### src/regulator_fault_supervisor_pkg.sv
// Constants, types and carriers for the regulator fault supervisor
package regulator_fault_supervisor_pkg;
	// Clock
	localparam int CLK_HZ = 10_000_000;
	localparam int CYC_PER_US = CLK_HZ / 1_000_000;
	// Timing
	localparam int SAMPLE_US = 132;
	localparam int SAMPLE_CYC = SAMPLE_US * CYC_PER_US;
	localparam int OC_WAIT_MS = 8;
	localparam int OC_WAIT_CYC = OC_WAIT_MS * 1000 * CYC_PER_US;
	localparam int SS_DELAY_US = 4600;
	localparam int SS_DELAY_CYC = SS_DELAY_US * CYC_PER_US;
	localparam int CNT_W = 20;
	localparam int SMP_W = 11;
	// Voltage levels in millivolts
	localparam logic [11:0] LOAD_CURRENT_MONITOR_PIN_FS_MV = 12'h384;
	localparam logic [11:0] LOAD_CURRENT_MONITOR_PIN_OC_MV = 12'h460;
	localparam logic [12:0] OV_FIXED_MV = 13'h08FC;
	localparam logic [12:0] OV_TRACK_MV = 13'h00B3;
	localparam logic [12:0] OV_RELEASE_MV = 13'h006B;
	// Linear code scale: 255/900 = 17/60
	localparam logic [15:0] CODE_NUM = 16'h0011;
	localparam logic [15:0] CODE_DEN = 16'h003C;
	localparam logic [7:0] CODE_MAX = 8'hFF;
	// Register map
	localparam logic [7:0] ADDR_CURRENT = 8'h15;
	localparam logic [7:0] ADDR_CFG_MAIN = 8'h30;
	localparam logic [7:0] ADDR_CFG_AUX = 8'h31;
	localparam logic [1:0] CFG_RESET = 2'h2;
	// Rails and phases
	localparam int RAILS = 2;
	localparam int PHASES = 7;
	localparam int MAIN_PHASES = 6;
	// Thermal thresholds in 0.01 % of supply, settings 90..120 degrees
	localparam logic [2:0] TLIM_LAST = 3'h6;
	localparam logic [13:0] HOT_SET [7] = '{14'h11C8, 14'h1082, 14'h0F48, 14'h0E1E,
		14'h0D04, 14'h0BFC, 14'h0B08};
	localparam logic [13:0] HOT_CLR [7] = '{14'h1294, 14'h1144, 14'h1002, 14'h0ED0,
		14'h0DAC, 14'h0C98, 14'h0B9A};

	typedef enum logic [5:0] {
		ST_OFF = 6'h01,
		ST_DELAY = 6'h02,
		ST_SOFT = 6'h04,
		ST_RUN = 6'h08,
		ST_OC_WAIT = 6'h10,
		ST_OV_LATCH = 6'h20
	} rail_state_e;

	typedef struct packed {
		logic [10:0] load_current_monitor_pin_mv;
		logic [RAILS-1:0][11:0] vout_mv;
		logic [RAILS-1:0][11:0] dac_mv;
		logic por_ok;
		logic pwr_en;
		logic vtt_en;
		logic [RAILS-1:0] vid_off;
		logic [RAILS-1:0] ss_done;
		logic [RAILS-1:0] avg_over;
		logic [PHASES-1:0] peak_over;
		logic [PHASES-1:0] cycle_start;
		logic [PHASES-1:0] pwm_req;
		logic [13:0] tm_ratio;
		logic [13:0] tms_ratio;
		logic [2:0] tlimit;
	} pins_s;
endpackage : regulator_fault_supervisor_pkg

### src/regulator_fault_supervisor.sv
// Fault supervisor: current report, ready, OV/OC protection, thermal flag
//
// What this block does
// Sample monitor voltage every 132us, convert linearly into 8-bit current code.
// At or above 900mV code saturates at FFh and alert is pulled low.
// Monitor voltage above 1.12V starts an overcurrent shutdown.
// Ready held low in shutdown, released only after soft-start completes.
// Ready low on OC/OV fault, disable by either enable, POR or off code.
// Shared config one keeps ready high on zero code after first soft-start.
// Shared config resets 0 for main, 1 for aux; readies independent.
// OV detection active after POR even disabled; fixed 2.3V until soft-start.
// After soft-start the OV threshold tracks reference plus 179mV.
// On overvoltage every PWM output of that rail is driven low at once.
// PWM goes high impedance below reference plus 107mV, low again on recurrence.
// After OV the rail stops PWM, ready low until POR or enable cycling.
// Phase peak over limit blanks that PWM for rest of cycle, never shuts down.
// Average current over reference triggers overcurrent shutdown.
// Overcurrent shutdown puts PWM in high impedance for 8ms.
// After the wait, retry soft-start if enabled; repeat indefinitely.
// Thermal-hot flag only valid while the controller is enabled.
// Hot asserts when either input below set ratio, clears when both above release.
// Seven limit settings 90..120 degrees select assert and release ratios.
// Current code reads zero until first conversion; reads return latest result.
`timescale 1ns/1ns
module regulator_fault_supervisor
	import regulator_fault_supervisor_pkg::*;
#(
	parameter int OC_WAIT_CYCLES = OC_WAIT_CYC,
	parameter int SS_DELAY_CYCLES = SS_DELAY_CYC
) (
	// Clock and reset
	input wire logic clk_sys_i,
	input wire logic arst_n_i,
	// Pins and analog comparator results
	input wire pins_s pins_i,
	// Register access from the serial voltage-ID logic
	input wire logic reg_rd_i,
	input wire logic reg_wr_i,
	input wire logic [7:0] reg_addr_i,
	input wire logic [7:0] reg_wdata_i,
	output logic [7:0] reg_rdata_o,
	// PWM pins, three-state
	output logic [PHASES-1:0] pwm_o,
	output logic [PHASES-1:0] pwm_oe_n_o,
	// Open-drain pins, low enable pulls low
	output logic [RAILS-1:0] rail_ready_oe_n_o,
	output logic alert_oe_n_o,
	output logic thermal_hot_oe_n_o
);
	pins_s meta_r;
	pins_s pin_r;
	logic [SMP_W-1:0] smp_cnt_r;
	logic [7:0] code_r;
	logic [RAILS-1:0] cfg_r;
	logic en_prev_r;
	logic hot_r;
	logic [PHASES-1:0] limit_r;
	rail_state_e st_r [RAILS];
	logic [CNT_W-1:0] cnt_r [RAILS];
	logic [RAILS-1:0] first_done_r;
	logic [RAILS-1:0] ov_pull_r;

	// Two-stage input synchroniser
	always_ff @(posedge clk_sys_i or negedge arst_n_i) begin
		if (!arst_n_i) begin
			meta_r <= '0;
			pin_r <= '0;
		end else begin
			meta_r <= pins_i;
			pin_r <= meta_r;
		end
	end

	wire ctl_en = pin_r.por_ok & pin_r.pwr_en & pin_r.vtt_en;
	wire en_rise = ctl_en & ~en_prev_r;

	// Current conversion
	wire smp_tick = (smp_cnt_r == SMP_W'(SAMPLE_CYC - 1));
	wire [15:0] load_current_monitor_pin_scaled = {5'h00, pin_r.load_current_monitor_pin_mv} * CODE_NUM;
	wire load_current_monitor_pin_fs = {1'b0, pin_r.load_current_monitor_pin_mv} >= LOAD_CURRENT_MONITOR_PIN_FS_MV;
	wire load_current_monitor_pin_oc = {1'b0, pin_r.load_current_monitor_pin_mv} > LOAD_CURRENT_MONITOR_PIN_OC_MV;
	wire [15:0] code_div = load_current_monitor_pin_scaled / CODE_DEN;
	wire [7:0] code_nxt = load_current_monitor_pin_fs ? CODE_MAX : code_div[7:0];

	always_ff @(posedge clk_sys_i or negedge arst_n_i) begin
		if (!arst_n_i) begin
			smp_cnt_r <= '0;
			code_r <= '0;
			alert_oe_n_o <= 1'b1;
		end else begin
			smp_cnt_r <= smp_tick ? '0 : smp_cnt_r + 1'b1;
			if (smp_tick) begin
				code_r <= code_nxt;
				alert_oe_n_o <= ~load_current_monitor_pin_fs;
			end
		end
	end

	// Register port
	wire wr_main = reg_wr_i & (reg_addr_i == ADDR_CFG_MAIN);
	wire wr_aux = reg_wr_i & (reg_addr_i == ADDR_CFG_AUX);
	wire [7:0] rd_mux = (reg_addr_i == ADDR_CURRENT) ? code_r :
		(reg_addr_i == ADDR_CFG_MAIN) ? {7'h00, cfg_r[0]} :
		(reg_addr_i == ADDR_CFG_AUX) ? {7'h00, cfg_r[1]} : 8'h00;

	always_ff @(posedge clk_sys_i or negedge arst_n_i) begin
		if (!arst_n_i) begin
			cfg_r <= CFG_RESET;
			reg_rdata_o <= '0;
			en_prev_r <= 1'b0;
		end else begin
			if (wr_main)
				cfg_r[0] <= reg_wdata_i[0];
			if (wr_aux)
				cfg_r[1] <= reg_wdata_i[0];
			if (reg_rd_i)
				reg_rdata_o <= rd_mux;
			en_prev_r <= ctl_en;
		end
	end

	// Per-rail supervision
	logic [RAILS-1:0] rail_drive;
	logic [RAILS-1:0] rail_pull;
	for (genvar r = 0; r < RAILS; r++) begin : g_rail
		wire [12:0] vout = {1'b0, pin_r.vout_mv[r]};
		wire [12:0] dac = {1'b0, pin_r.dac_mv[r]};
		wire early = (st_r[r] == ST_OFF) || (st_r[r] == ST_DELAY) || (st_r[r] == ST_SOFT);
		wire [12:0] ov_thr = early ? OV_FIXED_MV : dac + OV_TRACK_MV;
		wire ov_trip = vout > ov_thr;
		wire ov_below = vout < (dac + OV_RELEASE_MV);
		wire oc_trip = pin_r.avg_over[r] | ((r == 0) & load_current_monitor_pin_oc);
		wire vid_dis = pin_r.vid_off[r] & ~(cfg_r[r] & first_done_r[r]);
		wire latched = st_r[r] == ST_OV_LATCH;
		wire cnt_end_wait = cnt_r[r] >= CNT_W'(OC_WAIT_CYCLES - 1);
		wire cnt_end_dly = cnt_r[r] >= CNT_W'(SS_DELAY_CYCLES - 1);
		rail_state_e st_nxt;

		always_comb begin
			st_nxt = st_r[r];
			case (st_r[r])
				ST_OFF: if (!vid_dis) st_nxt = ST_DELAY;
				ST_DELAY: if (cnt_end_dly) st_nxt = ST_SOFT;
				ST_SOFT: if (pin_r.ss_done[r]) st_nxt = ST_RUN;
				ST_RUN: if (vid_dis) st_nxt = ST_OFF;
				ST_OC_WAIT: if (cnt_end_wait) st_nxt = ST_DELAY;
				ST_OV_LATCH: st_nxt = ST_OV_LATCH;
				default: st_nxt = ST_OFF;
			endcase
			if ((st_r[r] == ST_DELAY || st_r[r] == ST_SOFT || st_r[r] == ST_RUN) && oc_trip)
				st_nxt = ST_OC_WAIT;
			if (ov_trip)
				st_nxt = ST_OV_LATCH;
			if (!ctl_en && !latched && !ov_trip)
				st_nxt = ST_OFF;
			if (en_rise)
				st_nxt = ST_OFF;
		end

		always_ff @(posedge clk_sys_i or negedge arst_n_i) begin
			if (!arst_n_i) begin
				st_r[r] <= ST_OFF;
				cnt_r[r] <= '0;
				first_done_r[r] <= 1'b0;
				ov_pull_r[r] <= 1'b0;
			end else begin
				st_r[r] <= st_nxt;
				cnt_r[r] <= (st_nxt != st_r[r]) ? '0 : cnt_r[r] + 1'b1;
				if (!ctl_en)
					first_done_r[r] <= 1'b0;
				else if (st_r[r] == ST_SOFT && st_nxt == ST_RUN)
					first_done_r[r] <= 1'b1;
				ov_pull_r[r] <= ov_trip | (ov_pull_r[r] & ~ov_below);
			end
		end

		assign rail_pull[r] = ov_pull_r[r] | ov_trip;
		assign rail_drive[r] = ((st_r[r] == ST_SOFT) || (st_r[r] == ST_RUN)) && ctl_en;
	end

	// Per-phase limiting and pin drive
	for (genvar p = 0; p < PHASES; p++) begin : g_phase
		localparam int RAIL = (p < MAIN_PHASES) ? 0 : 1;
		wire drv = rail_drive[RAIL] & ~rail_pull[RAIL];
		always_ff @(posedge clk_sys_i or negedge arst_n_i) begin
			if (!arst_n_i) begin
				limit_r[p] <= 1'b0;
				pwm_o[p] <= 1'b0;
				pwm_oe_n_o[p] <= 1'b1;
			end else begin
				limit_r[p] <= pin_r.peak_over[p] | (limit_r[p] & ~pin_r.cycle_start[p]);
				pwm_o[p] <= drv & pin_r.pwm_req[p] & ~limit_r[p] & ~pin_r.peak_over[p];
				pwm_oe_n_o[p] <= ~(rail_pull[RAIL] | drv);
			end
		end
	end

	// Ready outputs, one per rail
	for (genvar r = 0; r < RAILS; r++) begin : g_ready
		always_ff @(posedge clk_sys_i or negedge arst_n_i) begin
			if (!arst_n_i)
				rail_ready_oe_n_o[r] <= 1'b0;
			else
				rail_ready_oe_n_o[r] <= (st_r[r] == ST_RUN) & first_done_r[r] & ctl_en;
		end
	end

	// Thermal flag with hysteresis
	wire [2:0] tsel = (pin_r.tlimit > TLIM_LAST) ? TLIM_LAST : pin_r.tlimit;
	wire hot_set = (pin_r.tm_ratio < HOT_SET[tsel]) | (pin_r.tms_ratio < HOT_SET[tsel]);
	wire hot_clr = (pin_r.tm_ratio > HOT_CLR[tsel]) & (pin_r.tms_ratio > HOT_CLR[tsel]);
	wire hot_nxt = ctl_en & (hot_set | (hot_r & ~hot_clr));

	always_ff @(posedge clk_sys_i or negedge arst_n_i) begin
		if (!arst_n_i) begin
			hot_r <= 1'b0;
			thermal_hot_oe_n_o <= 1'b1;
		end else begin
			hot_r <= hot_nxt;
			thermal_hot_oe_n_o <= ~hot_nxt;
		end
	end
endmodule : regulator_fault_supervisor

### config.mk
export PLATFORM = sky130hd
export DESIGN_NAME = regulator_fault_supervisor
export DESIGN_NICKNAME = d
export VERILOG_FILES = /design/src/regulator_fault_supervisor_pkg.sv /design/src/regulator_fault_supervisor.sv
export SDC_FILE = /design/constraint.sdc
export NUM_CORES = 1
export LEC_CHECK = 0
export BUFFER_PORTS_ARGS = -buffer_cell sky130_fd_sc_hd__buf_2
export CAP_MARGIN = 20
export CORE_UTILIZATION = 64
export CTS_BUF_LIST = sky130_fd_sc_hd__clkbuf_8 sky130_fd_sc_hd__clkbuf_16
export CTS_CLUSTER_DIAMETER = 100
export DETAILED_ROUTE_END_ITERATION = 10
export PLACE_DENSITY = 0.91
export SKIP_LAST_GASP = 1
export SYNTH_ARGS = -nofsm -noshare
export SYNTH_HDL_FRONTEND = slang
export SYNTH_SLANG_ARGS = --single-unit
export TNS_END_PERCENT = 1
### constraint.sdc
create_clock -name clk_sys_i -period 12.02 [get_ports clk_sys_i]
set_input_delay 1.803 -clock clk_sys_i [delete_from_list [all_inputs] [get_ports clk_sys_i]]
set_output_delay 1.803 -clock clk_sys_i [all_outputs]
set_load 0.02 [all_outputs]
; After elaboration in Yosys (flattened, before gate mapping)
; Memory sizes are Yosys's and may differ from the RTL's.
; Cells that the tools add are included.
[op_classes]
n_addsub = 7
mul = 1
div_mod_pow = 1
magnitude_cmp = 16
eq_ne = 22
n_mux = 38
n_bitwise = 98
n_reduce_logical = 25
[ops]
columns = cell, n
row1 = 6-bit two-way mux, 18
row2 = 6-bit case mux with 6 select lines, 2
row3 = 14-bit two-way mux, 4
row4 = 1-bit AND, 48
row5 = "20-bit by 1-bit adder with 20-bit output, second input constant", 2
row6 = "20-bit by 16-bit greater-or-equal comparator with 1-bit output, second input constant", 2
row7 = "20-bit by 17-bit greater-or-equal comparator with 1-bit output, second input constant", 2
row8 = 20-bit two-way mux, 2
row9 = 1-bit inverter, 33
row10 = 14-bit greater-than comparator, 2
row11 = 14-bit less-than comparator, 2
row12 = "12-bit by 7-bit adder with 13-bit output, second input constant", 2
row13 = "12-bit by 8-bit adder with 13-bit output, second input constant", 2
row14 = 12-bit by 13-bit greater-than comparator with 1-bit output, 2
row15 = 12-bit by 13-bit less-than comparator with 1-bit output, 2
row16 = 13-bit two-way mux, 2
row17 = "6-bit by 4-bit == test with 1-bit output, second input constant", 4
row18 = "16-bit by 6-bit divider with 16-bit output, second input constant", 1
row19 = "8-bit by 6-bit == test with 1-bit output, second input constant", 2
row20 = "11-bit by 5-bit multiplier with 16-bit output, second input constant", 1
row21 = 8-bit two-way mux, 2
row22 = 1-bit bitwise OR, 16
row23 = "6-bit by 1-bit == test with 1-bit output, second input constant", 2
row24 = "6-bit by 2-bit == test with 1-bit output, second input constant", 2
row25 = other kinds (19), 51
[word_totals]
reg_bits = 347
romBits = 224
input_bits = 140
out_inout_bits = 26
word_cells = 279
memories = 2
[mem_list]
columns = memory, words, width, read_ports, rd_ports_with_merged_regs, write_ports, line
row1 = (no name shown), 8, 14, 1, 0, 0, regulator_fault_supervisor.sv:211  ; wire hot_clr = (pin_r.tm_ratio > HOT_CLR[tsel]) & (pin_r.tms_ratio > HOT_CLR[tsel]);
row2 = (no name shown), 8, 14, 1, 0, 0, regulator_fault_supervisor.sv:210  ; wire hot_set = (pin_r.tm_ratio < HOT_SET[tsel]) | (pin_r.tms_ratio < HOT_SET[tsel]);

; Logic depth before layout (Yosys ltp)
; Gate-level depths: netlist of run 1.
[logic_depth]
word_depth = 13
mapped_depth = 24
mapped_depth_nobuf = 22

; Least setup slack after synthesis of run 1
; No wires, ideal clock.
[synth_timing]
path_type = register to register
startpoint = register pin_r[114] (netlist bit)
endpoint = register code_r[0]
setup_time_ns = 0.092
arrival_ns = 5.083
required_ns = 11.928
setup_slack_ns = 6.845
stages_incl_launch_ff = 20
n_path_buf = 0
period_less_slack_ns = 5.175
path_cell_list = dfrtp_1 ha_1 ha_1 fa_1 a211oi_2 o21ai_4 mux2i_1 a2111o_1 o21bai_2 nand2_1 a211oi_1 o31a_1 and2_1 o21ai_2 xnor2_1 o21ai_0 or4_1 o21ai_1 a211oi_1 o31ai_2
[synth_via]
elab_chain_len = 3
elab_cells_between_ends = 4
cone_classes = mul (1) / div (1) / order compare (1) / mux (1)
[synth_rtl]
columns = element, line
row1 = start: declaration, regulator_fault_supervisor.sv:51  ; pins_s pin_r;
row2 = start signal: assignment, regulator_fault_supervisor.sv:70  ; pin_r <= meta_r;
row3 = 11-bit by 5-bit multiplier with 16-bit output, regulator_fault_supervisor.sv:79  ; wire [15:0] load_current_monitor_pin_scaled = {5'h00, pin_r.load_current_monitor_pin_mv} * CODE_NUM;
row4 = 16-bit by 6-bit divider with 16-bit output, regulator_fault_supervisor.sv:82  ; wire [15:0] code_div = load_current_monitor_pin_scaled / CODE_DEN;
row5 = 8-bit two-way mux (*), regulator_fault_supervisor.sv:83  ; wire [7:0] code_nxt = load_current_monitor_pin_fs ? CODE_MAX : code_div[7:0];
row6 = end signal: assignment, regulator_fault_supervisor.sv:93  ; code_r <= code_nxt;
row7 = end: declaration, regulator_fault_supervisor.sv:53  ; logic [7:0] code_r;
; Every way passes the cells marked *; elsewhere a longest branch is shown, timed or not.
; A chain may end at the register's enable or synchronous reset.

; Worst setup path after layout of run 1
[layout_timing]
startpoint = register st_r[3] (netlist bit)
endpoint = register cnt_r[15] (netlist bit)
[layout_via]
elab_chain_len = 11
elab_cells_between_ends = 29
cone_classes = order compare (1) / eq/ne (7) / mux (12) / reduce/logical (9)
[layout_rtl]
columns = element, line
row1 = start: declaration, regulator_fault_supervisor.sv:58  ; rail_state_e st_r [RAILS];
row2 = start signal: indexed assignment, regulator_fault_supervisor.sv:167  ; st_r[r] <= st_nxt;
row3 = 6-bit by 1-bit == test with 1-bit output / 6-bit by 2-bit == test with 1-bit output (equally long branches), "regulator_fault_supervisor.sv:128, regulator_fault_supervisor.sv:141, regulator_fault_supervisor.sv:150"
row4 = 1-bit logical OR (2 in series), regulator_fault_supervisor.sv:128  ; wire early = (st_r[r] == ST_OFF) || (st_r[r] == ST_DELAY) || (st_r[r] == ST_SOFT);
row5 = 13-bit two-way mux, regulator_fault_supervisor.sv:129  ; wire [12:0] ov_thr = early ? OV_FIXED_MV : dac + OV_TRACK_MV;
row6 = 12-bit by 13-bit greater-than comparator with 1-bit output, regulator_fault_supervisor.sv:130  ; wire ov_trip = vout > ov_thr;
row7 = 1-bit zero test, regulator_fault_supervisor.sv:154  ; if (!ctl_en && !latched && !ov_trip)
row8 = 1-bit logical AND, regulator_fault_supervisor.sv:154
row9 = 6-bit two-way mux (*), regulator_fault_supervisor.sv:154
row10 = 6-bit two-way mux (*), regulator_fault_supervisor.sv:156  ; if (en_rise)
row11 = named net g_rail[1].st_nxt[3], regulator_fault_supervisor.sv:137  ; rail_state_e st_nxt;
row12 = 6-bit != test (*), regulator_fault_supervisor.sv:168  ; cnt_r[r] <= (st_nxt != st_r[r]) ? '0 : cnt_r[r] + 1'b1;
row13 = 20-bit two-way mux (*), regulator_fault_supervisor.sv:168
row14 = end signal: indexed assignment, regulator_fault_supervisor.sv:168
row15 = end: declaration, regulator_fault_supervisor.sv:59  ; logic [CNT_W-1:0] cnt_r [RAILS];
; Mark *: on every way through the listed nets, which the timed path passes. The rest lies on a longest branch.

==> results.cfg, run 1 <==
[run_status]
status = finished, final reports clean

[layout]
final_common_cell = dfrtp_1
nets = 1810
fillers = 1555
drive_gt1_share_pct = 17.4
final-seq-area_mm2 = 0.00869
final_cells = 1910
stdcell_area_mm2 = 0.0182
area_growth_pct = 14.8
multiInputGateArea_mm2 = 0.00676
final_cell_mix = dfrtp_1 (340), buf_2 (157), nor2_1 (136), ha_1 (111), o21ai_0 (73)

[hold_path]
hold_path_startpoint = meta_r[98]$_DFF_PN0_
min_path_cells = 0
min_to = g_rail[1].vout[1]$_DFF_PN0_
worst_hold_path_type = register to register

[die]
ios = 166
die_area_mm2 = 0.0253
die_h_um = 159
fp.dieW_um = 159
fp.coreArea_mm2 = 0.0242
num_rows = 57
start_util_pct = 65.2

[detailed_routing]
via_per_inst = 5.85
drcViolationCount = 0
first_pass_iters = 4
ant_nets = 0
num_vias = 11200
wl_mm = 32.2
drt_iter0_markers = 714
wl_per_cell_um = 16.9

[sta]
worst_slew_pin_slew_ns = 1.09
relSlewSlack_pct = 26.6
timing.final.hold_violations = 0
tns_ns = 0
setup_viol = 0
finalClockSkew_ns = 0.0202
post-route-period-util_pct = 53.0
fin_crit_ns = 6.36
rsz0062_at_grt = false
maxSlewViolCount = 0
fmax_mhz = 157

[synthesis]
synth_top_area_share_pct = 53.8
synthTopCellsByArea = dfrtp_1 (54%), ha_1 (8.8%), xnor2_1 (3.4%), nor2_1 (3.2%), xor2_1 (2.5%)
synth_edf_count = 0
syn_inst = 1394
avgSynthCellArea_um2 = 11.3
synth_cell_types = 94
synth_ff_type = dfrtp_1
ys_ff_latch = 347
yosys_warnings = 0
yosysSeqAreaShare_pct = 55.0
synth_area_mm2 = 0.0158
syn_nets = 1646
synthArstFlopShare_pct = 100
yosys.area.top_type = dfrtp_1

[setup_path]
critPathTopFamily = simple AND/OR/NAND/NOR gates
r2r_start = st_r[3]$_DFF_PN0_
crit_fanout = 20
cp_data_required_time_ns = 12.44
slowest_stage = nand4_1
ff2ff_setup_slack_ns = 5.66
cp-start-kind = register
cpMostUsedCell = o21a_1
critPathKind = register to register
path_buf_inv = 0
cp-end-kind = register
worstPathArrival_ns = 6.78
crit_chain = or4b_2 -> or3_1 -> nand3_1 -> or2_2 -> ha_1 -> nor2b_1 -> o21a_1 -> o21a_1 -> o21ai_0 -> a21oi_1 -> o31a_1 -> o21a_1 -> o21ai_0 -> a211oi_1 -> a21oi_1 -> nor3b_1 -> a21boi_0 -> xor2_1 -> nor3_1 -> nand4_1 -> nor2_1
crit_path_max_incr_delay_ns = 0.71
rr_worst_depth = 21
worstReg2RegEnd = cnt_r[15]$_DFF_PN0_

[clock_network]
clk_pin_slew_worst_paths_ns = 0.06
cts_root_buf = clkbuf_16
cts_tree = built
numCtsBuffers = 35
clk_path_buf_depth = 3
cts_setup_buffers = 0
ctsHtreeMaxLevel = 2
numClockSinks = 347
clock_latency_ns = 0.52
cts_resized = 0
cts_hold_buf = 0

[flow_run]
maxCapViolations = 0

[placement]
place_inst = 1844
port_buffers = 158
hpwl_mm = 22.3
gp_congestion = 0.942
dpl_cell_area_mm2 = 0.0169

[global_routing]
grt_first_pass_wirelength_mm = 54.1
antenna_found_initial = 1
gr-total-overflow = 0
grt_max_degree = 136
track_usage_pct = 26.1
grt_pass1_vias = 11500

[power]
power.density_mw_per_mm2 = 176
p_sw_share_pct = 30.9
vdd_drop_max_uv = 163
p_comb_share_pct = 24.1
p_int_uw = 2210
p_total_uw = 3190
pwr-share-seq_pct = 40.3
clkPwrFrac_pct = 35.6
p_switching_uw = 988
leakage_uw = 0.00837
worst register-to-register path: stages (launching register included):
cell      delay, ns
dfrtp_1        0.48
or4b_2         0.70
or3_1          0.40
nand3_1        0.39
or2_2          0.20
ha_1           0.23
nor2b_1        0.13
o21a_1         0.16
o21a_1         0.16
o21ai_0        0.14
a21oi_1        0.09
o31a_1         0.27
o21a_1         0.16
o21ai_0        0.14
a211oi_1       0.19
a21oi_1        0.21
nor3b_1        0.46
a21boi_0       0.36
xor2_1         0.11
nor3_1         0.24
nand4_1        0.71
nor2_1         0.31
through the flow:
stage | worst slack (ns) | hold WS (ns) | util (%)
floorplan | 6.84 | 0.331 | -
global placement | 5.93 | 0.331 | 69.6
detailed placement | 5.75 | 0.335 | 69.6
CTS | 5.70 | 0.349 | 74.7
global route | 5.20 | 0.352 | 74.9
finish | 5.66 | 0.345 | 74.9
kinds of logic (layout without fill, tap and decap cells):
| kind of cell | count (synthesis) | count (layout) | share of synthesized area [%] |
|---|---|---|---|
| and+or+nand+nor | 455 | 455 | 14.8 |
| DFF | 347 | 347 | 55.0 |
| AOI/OAI and AO/OA | 278 | 278 | 12.3 |
| adders and majority gates | 113 | 113 | 9.00 |
| xor gates and xnor gates | 108 | 108 | 6.03 |
| buffers and inverters | 85 | 276 | 2.26 |
| muxes | 8 | 8 | 0.657 |
| other | 0 | 1 | 0 |
power by group through the flow:
stage,sequential [µW],combinational [µW],clock [µW]
after floorplan,1290,592,0
after global placement,1300,718,0
after detailed placement,1310,750,0
after CTS,1290,762,1160
after global routing,1290,860,1200
final,1290,770,1140
worst max path at each step:
stage,end,cells past startpoint,slack (ns),startpoint
after CTS,cnt_r[15]$_DFF_PN0_,21,5.70,st_r[3]$_DFF_PN0_
after global placement,cnt_r[0]$_DFF_PN0_,21,5.93,st_r[3]$_DFF_PN0_
after detailed placement,cnt_r[11]$_DFF_PN0_,21,5.75,st_r[3]$_DFF_PN0_
final,cnt_r[15]$_DFF_PN0_,21,5.66,st_r[3]$_DFF_PN0_
after floorplan,code_r[0]$_DFFE_PN0N_,19,6.84,pin_r[114]$_DFF_PN0_
after global routing,cnt_r[0]$_DFF_PN0_,21,5.20,st_r[3]$_DFF_PN0_
metal layers:
layer	wire (µm)	track usage, %
met1	13400	32.9
met2	16800	46.9
met3	1400	3.93
met4	627	7.39
met5	0	0
flip-flops by register name, summed over array words and instances (netlist names):
name,cells
alert_oe_n_o,1
cfg_r,2
cnt_r,40
code_r,8
en_prev_r,1
first_done_r,2
g_rail.dac,24
g_rail.oc_trip,1
g_rail.vout,24
hot_r,1
limit_r,7
meta_r,120
ov_pull_r,2
pin_r,71
pwm_o,7
pwm_oe_n_o,2
rail_ready_oe_n_o,2
reg_rdata_o,8
smp_cnt_r,11
st_r,12
thermal_hot_oe_n_o,1
Yosys cell counts, drive strengths merged (9+ instances only):
cell / instances
a211oi: 13
a21boi: 9
a21o: 21
a21oi: 60
and3: 19
buf: 14
clkbuf: 22
dfrtp: 340
ha: 111
inv: 48
nand2: 71
nand2b: 33
nand3: 47
nand4: 20
nor2: 137
nor2b: 33
nor3: 23
nor3b: 12
o211ai: 9
o21a: 20
o21ai: 79
or3: 12
xnor2: 63
xor2: 45
area by class of cell:
cell class / count / share of cell area, %
Multi-Input combinational cell: 962 / 37.2
Inverter: 49 / 1.01
Tap cell: 324 / 2.23
Sequential cell: 347 / 47.9
Clock inverter: 22 / 1.53
Antenna cell: 1 / 0.0138
Timing Repair Buffer: 163 / 4.73
Clock buffer: 42 / 5.36
No activity file was read; power rests on OpenSTA's default activity.
==> run 2: changes to the inputs <==
--- a/config.mk
+++ b/config.mk
@@ -5,13 +5,14 @@
 export SDC_FILE = /design/constraint.sdc
 export NUM_CORES = 1
 export LEC_CHECK = 0
+export ABC_AREA = 1
 export BUFFER_PORTS_ARGS = -buffer_cell sky130_fd_sc_hd__buf_2
 export CAP_MARGIN = 20
-export CORE_UTILIZATION = 64
+export CORE_UTILIZATION = 53
 export CTS_BUF_LIST = sky130_fd_sc_hd__clkbuf_8 sky130_fd_sc_hd__clkbuf_16
 export CTS_CLUSTER_DIAMETER = 100
 export DETAILED_ROUTE_END_ITERATION = 10
-export PLACE_DENSITY = 0.91
+export PLACE_DENSITY = 0.81
 export SKIP_LAST_GASP = 1
 export SYNTH_ARGS = -nofsm -noshare
 export SYNTH_HDL_FRONTEND = slang
==> constraint.sdc (replaced) <==
create_clock -name clk_sys_i -period 5.45 [get_ports clk_sys_i]
set_input_delay 0.8175 -clock clk_sys_i [delete_from_list [all_inputs] [get_ports clk_sys_i]]
set_output_delay 0.8175 -clock clk_sys_i [all_outputs]
set_load 0.02 [all_outputs]
==> run 2 against run 1 <==
  * Wire length down 3.7%
  * Non-clock buffer count up 15
  * Global-route usage down 5.0 points
  * Combinational power rose to 2.9 times the previous value
  * Register-to-register slack worse by 5.5 ns
  * Area after synthesis down 1.2%
  * Flip-flop and latch count unchanged
==> results.cfg, run 2 <==
[synthesis]
synthArstFlopShare_pct = 100
synth.most_common_cell = dfrtp_1
yosys.area.top_type = dfrtp_1
avgSynthCellArea_um2 = 9.84
syn_nets = 1840
synth_ff_type = dfrtp_1
yosysSeqAreaShare_pct = 55.6
synthTopCellsByCount = dfrtp_1 (340), nand2_1 (242), inv_1 (217)
synthTopCellsByArea = dfrtp_1 (54%), ha_1 (8.9%), nand2_1 (5.8%), inv_1 (5.2%), nor2_1 (3.9%)
syn_inst = 1588
synth_top_area_share_pct = 54.5
ys_ff_latch = 347
synth_area_mm2 = 0.0156
synth_cell_types = 59
yosys_warnings = 0
synth_edf_count = 0

[layout]
drive_gt1_share_pct = 20.3
final_common_cell = dfrtp_1
final_cells = 2197
fillers = 2243
largestRegisters = meta_r (120), pin_r (71), cnt_r (40)
nets = 2040
largest_reg_flops = 120
top_register = meta_r
area_growth_pct = 18.9
final_cell_mix = dfrtp_1 (337), nand2_1 (230), inv_1 (217), buf_2 (157), nor2_1 (155)
diodes = 0

[power]
leakage_uw = 0.00925
power.density_mw_per_mm2 = 406
p_total_uw = 7540
vdd_drop_max_uv = 304

[sta]
hold_ws_ns = 0.342
post-route-period-util_pct = 96.5
maxSlewViolCount = 0
setup_viol = 0
rsz0062_at_grt = true
worst_slew_pin_slew_ns = 0.926
timing.final.hold_violations = 0
layout_setup_ws_ns = 0.193
tns_ns = 0
fmax_mhz = 190
fin_crit_ns = 5.26
relSlewSlack_pct = 38.2
finalClockSkew_ns = 0.0236

[setup_path]
path_buf_inv = 2
critPathTopFamily = simple AND/OR/NAND/NOR gates
cp-end-kind = register
critPathKind = register to register
worstPathArrival_ns = 5.65
slowest_stage = dfrtp_1
cp-start-kind = register
crit_path_max_incr_delay_ns = 0.41
cp_data_required_time_ns = 5.84
ff2ff_setup_slack_ns = 0.19
cpMostUsedCell = nand2_2
crit_fanout = 6

[die]
fp.coreArea_mm2 = 0.0289
fp.dieW_um = 174
die_area_mm2 = 0.0302
ios = 166
die_h_um = 174
num_rows = 62
start_util_pct = 54.1

[detailed_routing]
via_per_inst = 5.16
first_pass_iters = 5
drt_iter0_markers = 618
wl_per_cell_um = 14.1
drcViolationCount = 0
ant_nets = 0
wl_mm = 31.0
num_vias = 11300

[clock_network]
clk_pin_slew_worst_paths_ns = 0.06
ctsHtreeMaxLevel = 2
numClockSinks = 347
cts_root_buf = clkbuf_16
cts_tree = built
numCtsBuffers = 35
cts_hold_buf = 0
clock_latency_ns = 0.52
clk_path_buf_depth = 3

[global_routing]
grt_max_degree = 127
gr-total-overflow = 0
antenna_found_initial = 0
grt_first_pass_wirelength_mm = 52.3
grt_pass1_vias = 11400
track_usage_pct = 21.1

[placement]
place_inst = 2122
gp_congestion = 0.891
port_buffers = 158
hpwl_mm = 22.4
pre_cts_ws_ns = 0.0424

[flow_run]
maxCapViolations = 0

[run_status]
status = finished, final reports clean

[hold_path]
worst_hold_path_type = register to register
-- run 2: worst paths after layout --
| path | from | end | depth (start not counted) |
|---|---|---|---|
| hold / removal | meta_r[119]$_DFF_PN0_ | pin_r[119]$_DFF_PN0_ | 0 |
| min in group asynchronous | arst_n_i | pin_r[8]$_DFF_PN0_ | 1 |
| setup reg to reg | pin_r[110]$_DFF_PN0_ | code_r[0]$_DFFE_PN0N_ | 40 |
| setup / recovery | pin_r[110]$_DFF_PN0_ | code_r[0]$_DFFE_PN0N_ | 40 |
| hold reg to reg | meta_r[119]$_DFF_PN0_ | pin_r[119]$_DFF_PN0_ | 0 |
| max in group asynchronous | arst_n_i | pin_r[114]$_DFF_PN0_ | 2 |
-- run 2: power breakdown --
part / internal, µW / switching (µW)
registers: 2730 / 82.9
clock network: 1500 / 981
logic: 816 / 1430
-- run 2: through the flow --
stage / util [%] / instance area (µm²)
4_1_cts: 62.8 / 18100
6_report: 64.3 / 18600
5_1_grt: 64.3 / 18600
3_3_place_gp: 58.6 / 16900
3_5_place_dp: 58.6 / 16900
2_1_floorplan: - / 15600
-- run 2: kinds of logic after synthesis --
| logic type | Yosys count | synth area share (%) |
|---|---|---|
| mux | 1 | 0.0721 |
| xor+xnor | 41 | 2.30 |
| simple gates | 635 | 18.9 |
| compound gates | 210 | 8.13 |
| buf+inv | 242 | 5.94 |
| flops | 347 | 55.6 |
| fa+ha+maj | 112 | 9.02 |
-- run 2: cell type report --
class,instances,area (µm²),share of cell area [%]
timing repair buffer,178,976,5.26
inverter,227,856,4.61
sequential,347,8700,46.8
multi-input combinational,999,6330,34.1
clock buffer,43,997,5.37
tap,384,480,2.59
clock inverter,19,229,1.23
-- run 2: routing by layer --
layer	track usage, %	share of wire [%]	routed length (µm)
met5	0	0	0
met4	7.60	3.0	925
met3	3.07	3.6	1130
met2	37.8	51	15800
met1	26.0	42	13200
-- run 2: what timing repair did --
action / in CTS / in global routing
hold endpoints to repair: 0 / 0
endpoints found under the setup margin: 0 / 3
resized for setup: 0 / 78
setup buffers: 0 / 13
-- run 2: worst reg2reg max path, delay by kind of cell, from the launching register on --
kind | cells | cell delay, ns
simple gates | 30 | 3.04
fa+ha+maj | 3 | 0.78
compound gates | 5 | 0.68
flops | 1 | 0.41
buf+inv | 2 | 0.25
==> run 3: changes to the inputs <==
--- a/config.mk
+++ b/config.mk
@@ -5,7 +5,6 @@
 export SDC_FILE = /design/constraint.sdc
 export NUM_CORES = 1
 export LEC_CHECK = 0
-export ABC_AREA = 1
 export BUFFER_PORTS_ARGS = -buffer_cell sky130_fd_sc_hd__buf_2
 export CAP_MARGIN = 20
 export CORE_UTILIZATION = 53
==> constraint.sdc (replaced) <==
create_clock -name clk_sys_i -period 5.45 [get_ports clk_sys_i]
set_input_delay 0.545 -clock clk_sys_i [delete_from_list [all_inputs] [get_ports clk_sys_i]]
set_output_delay 0.545 -clock clk_sys_i [all_outputs]
set_load 0.02 [all_outputs]
==> run 3 against run 2 <==
  * The flow now finishes with violations (negative hold slack)
  * Clock power increased by 2%
  * Utilization increased by 0.69 points
  * Largest cell class unchanged
  * Combinational power decreased by 9.8%
  * First-iteration DRC count decreased by 16%
==> results.cfg, run 3 (synthesized netlist as in run 1, its figures left out) <==
[layout]
stdcell_area_mm2 = 0.0189
largest_reg_flops = 120
final_cell_mix = dfrtp_1 (340), buf_2 (157), nor2_1 (135), ha_1 (106), o21ai_0 (72)
drive_gt1_share_pct = 21.3
area_growth_pct = 19.3
nets = 1863
finalCoreUtilization_pct = 65.0
diodes = 0
top_register = meta_r
largestRegisters = meta_r (120), pin_r (71), cnt_r (40)
final_common_cell = dfrtp_1
final_cells = 2021

[setup_path]
startpoint = pin_r[114]$_DFF_PN0_
crit_fanout = 7
critPathKind = register to register
cp_data_required_time_ns = 5.87
cp-start-kind = register
r2r_start = pin_r[114]$_DFF_PN0_
crit_path_max_incr_delay_ns = 0.54
worstPathArrival_ns = 5.73
cp-end-kind = register
slowest_stage = or4_4
crit_chain = ha_4 -> ha_4 -> fa_2 -> a211oi_4 -> o21ai_4 -> mux2i_4 -> a2111o_1 -> mux2i_4 -> buf_6 -> nor2_2 -> a21oi_2 -> o211ai_1 -> buf_4 -> nor2_1 -> o21a_1 -> a311oi_2 -> nor2_1 -> or4_4 -> o21ai_4 -> a211oi_2 -> o31ai_2

[power]
p_int_uw = 5170
pwr-share-seq_pct = 38.3
leakage_uw = 0.00870
p_sw_share_pct = 30.1
clkPwrFrac_pct = 34.3
p_switching_uw = 2220
p_comb_share_pct = 27.4
vdd_drop_max_uv = 345
power.density_mw_per_mm2 = 392

[placement]
gp_congestion = 0.872
port_buffers = 158
place_inst = 1952
hpwl_mm = 21.9
dpl_cell_area_mm2 = 0.0173

[global_routing]
grt_first_pass_wirelength_mm = 51.8
track_usage_pct = 20.7
grt_max_degree = 128
grt_pass1_vias = 11100
antenna_found_initial = 1
gr-total-overflow = 0

[clock_network]
clk_pin_slew_worst_paths_ns = 0.06
numClockSinks = 347
ctsHtreeMaxLevel = 2
clk_path_buf_depth = 3
cts_root_buf = clkbuf_16
clock_latency_ns = 0.52
cts_tree = built
numCtsBuffers = 36

[detailed_routing]
drt_iter0_markers = 519
wl_per_cell_um = 15.4
via_per_inst = 5.43
drcViolationCount = 0
num_vias = 11000
ant_nets = 0
first_pass_iters = 5
wl_mm = 31.2

[die]
fp.coreArea_mm2 = 0.0290
ios = 166
num_rows = 62
fp.dieW_um = 175
start_util_pct = 54.5
die_h_um = 175
die_area_mm2 = 0.0305

[sta]
relSlewSlack_pct = 38.6
rsz0062_at_grt = true
fin_crit_ns = 5.31
hold_ws_ns = -0.00830
timing.final.hold_violations = 3
finalClockSkew_ns = 0.0170
setup_viol = 0
fmax_mhz = 188
maxSlewViolCount = 0
worst_slew_pin_slew_ns = 0.921
post-route-period-util_pct = 97.4

[run_status]
status = finished with violations
violations = negative hold slack

[hold_path]
worst_hold_path_type = primary input to async pin

[flow_run]
maxCapViolations = 0
-- run 3: changes by cell type in the layout (fill, tap and decap cells not counted), moves of 20 or more --
cell	previous run	this run
nor3_1	42	19
nand2_1	230	69
a21oi_1	79	58
inv_1	217	55
nor2_1	155	135
o21ai_0	41	72
nand2_2	36	1
buf_4	18	55
nor2b_1	0	33
xnor2_1	6	61
nand2b_1	0	33
-- run 3: timing repair --
| item | 4_1_cts | 5_1_grt |
|---|---|---|
| setup buffers | 0 | 5 |
| hold buffers | 0 | 0 |
| resized for setup | 0 | 46 |
| endpoints found under the setup margin | 0 | 43 |
-- run 3: cell type report --
class | instances | area (µm²)
clock buffers | 46 | 1050
flip-flops and latches | 347 | 8690
repair buffers | 215 | 1240
inverters | 49 | 184
fillers | 2206 | 10100
clock inverters | 18 | 228
multi-input cells | 962 | 6990
well taps | 384 | 480
-- run 3: through the flow --
step	power, µW	setup slack, ns	TNS (ns)
finish	7390	0.141	0
global route	7800	-0.0850	-0.462
CTS	7320	0.0132	0
detailed placement	4740	0.0828	0
global placement	4690	0.116	0
floorplan	4150	0.275	0
-- run 3: routing by layer --
layer	global-route usage, %	vias up	wire length [µm]
li1	-	5342	-
met1	26.6	5342	13500
met2	36.5	240	15700
met3	3.18	51	1350
met4	5.18	2	575
met5	0	-	12
-- run 3: worst paths after layout --
path	endpoint	slack, ns	cells past startpoint
worst max-delay path	code_r[0]$_DFFE_PN0N_	0.14	21
worst min-delay path	reg_rdata_o[0]$_DFFE_PN0P_	-0.008	1
worst max register to register	code_r[0]$_DFFE_PN0N_	0.14	21
worst min register to register	pin_r[44]$_DFF_PN0_	0.34	0
max in group asynchronous	g_rail[1].dac[6]$_DFF_PN0_	4.09	2
min in group clk_sys_i	meta_r[45]$_DFF_PN0_	0.13	1
-- run 3: power groups by stage --
stage,Sequential (µW),Combinational [µW],Clock [µW]
global placement,2870,1820,0
global route,2850,2240,2710
floorplan,2840,1310,0
CTS,2830,1880,2610
finish,2830,2020,2540
detailed placement,2870,1870,0
-- run 3: critical path: cells and delay by family, from the launching register on --
kind                     cells  cell delay (ns)
flip-flops                   1             0.42
adder cells (fa/ha/maj)      3             0.83
AND/OR/NAND/NOR              4             0.80
multiplexers                 2             0.50
AO/OA/AOI/OAI               10             2.31
buffers and inverters        2             0.36
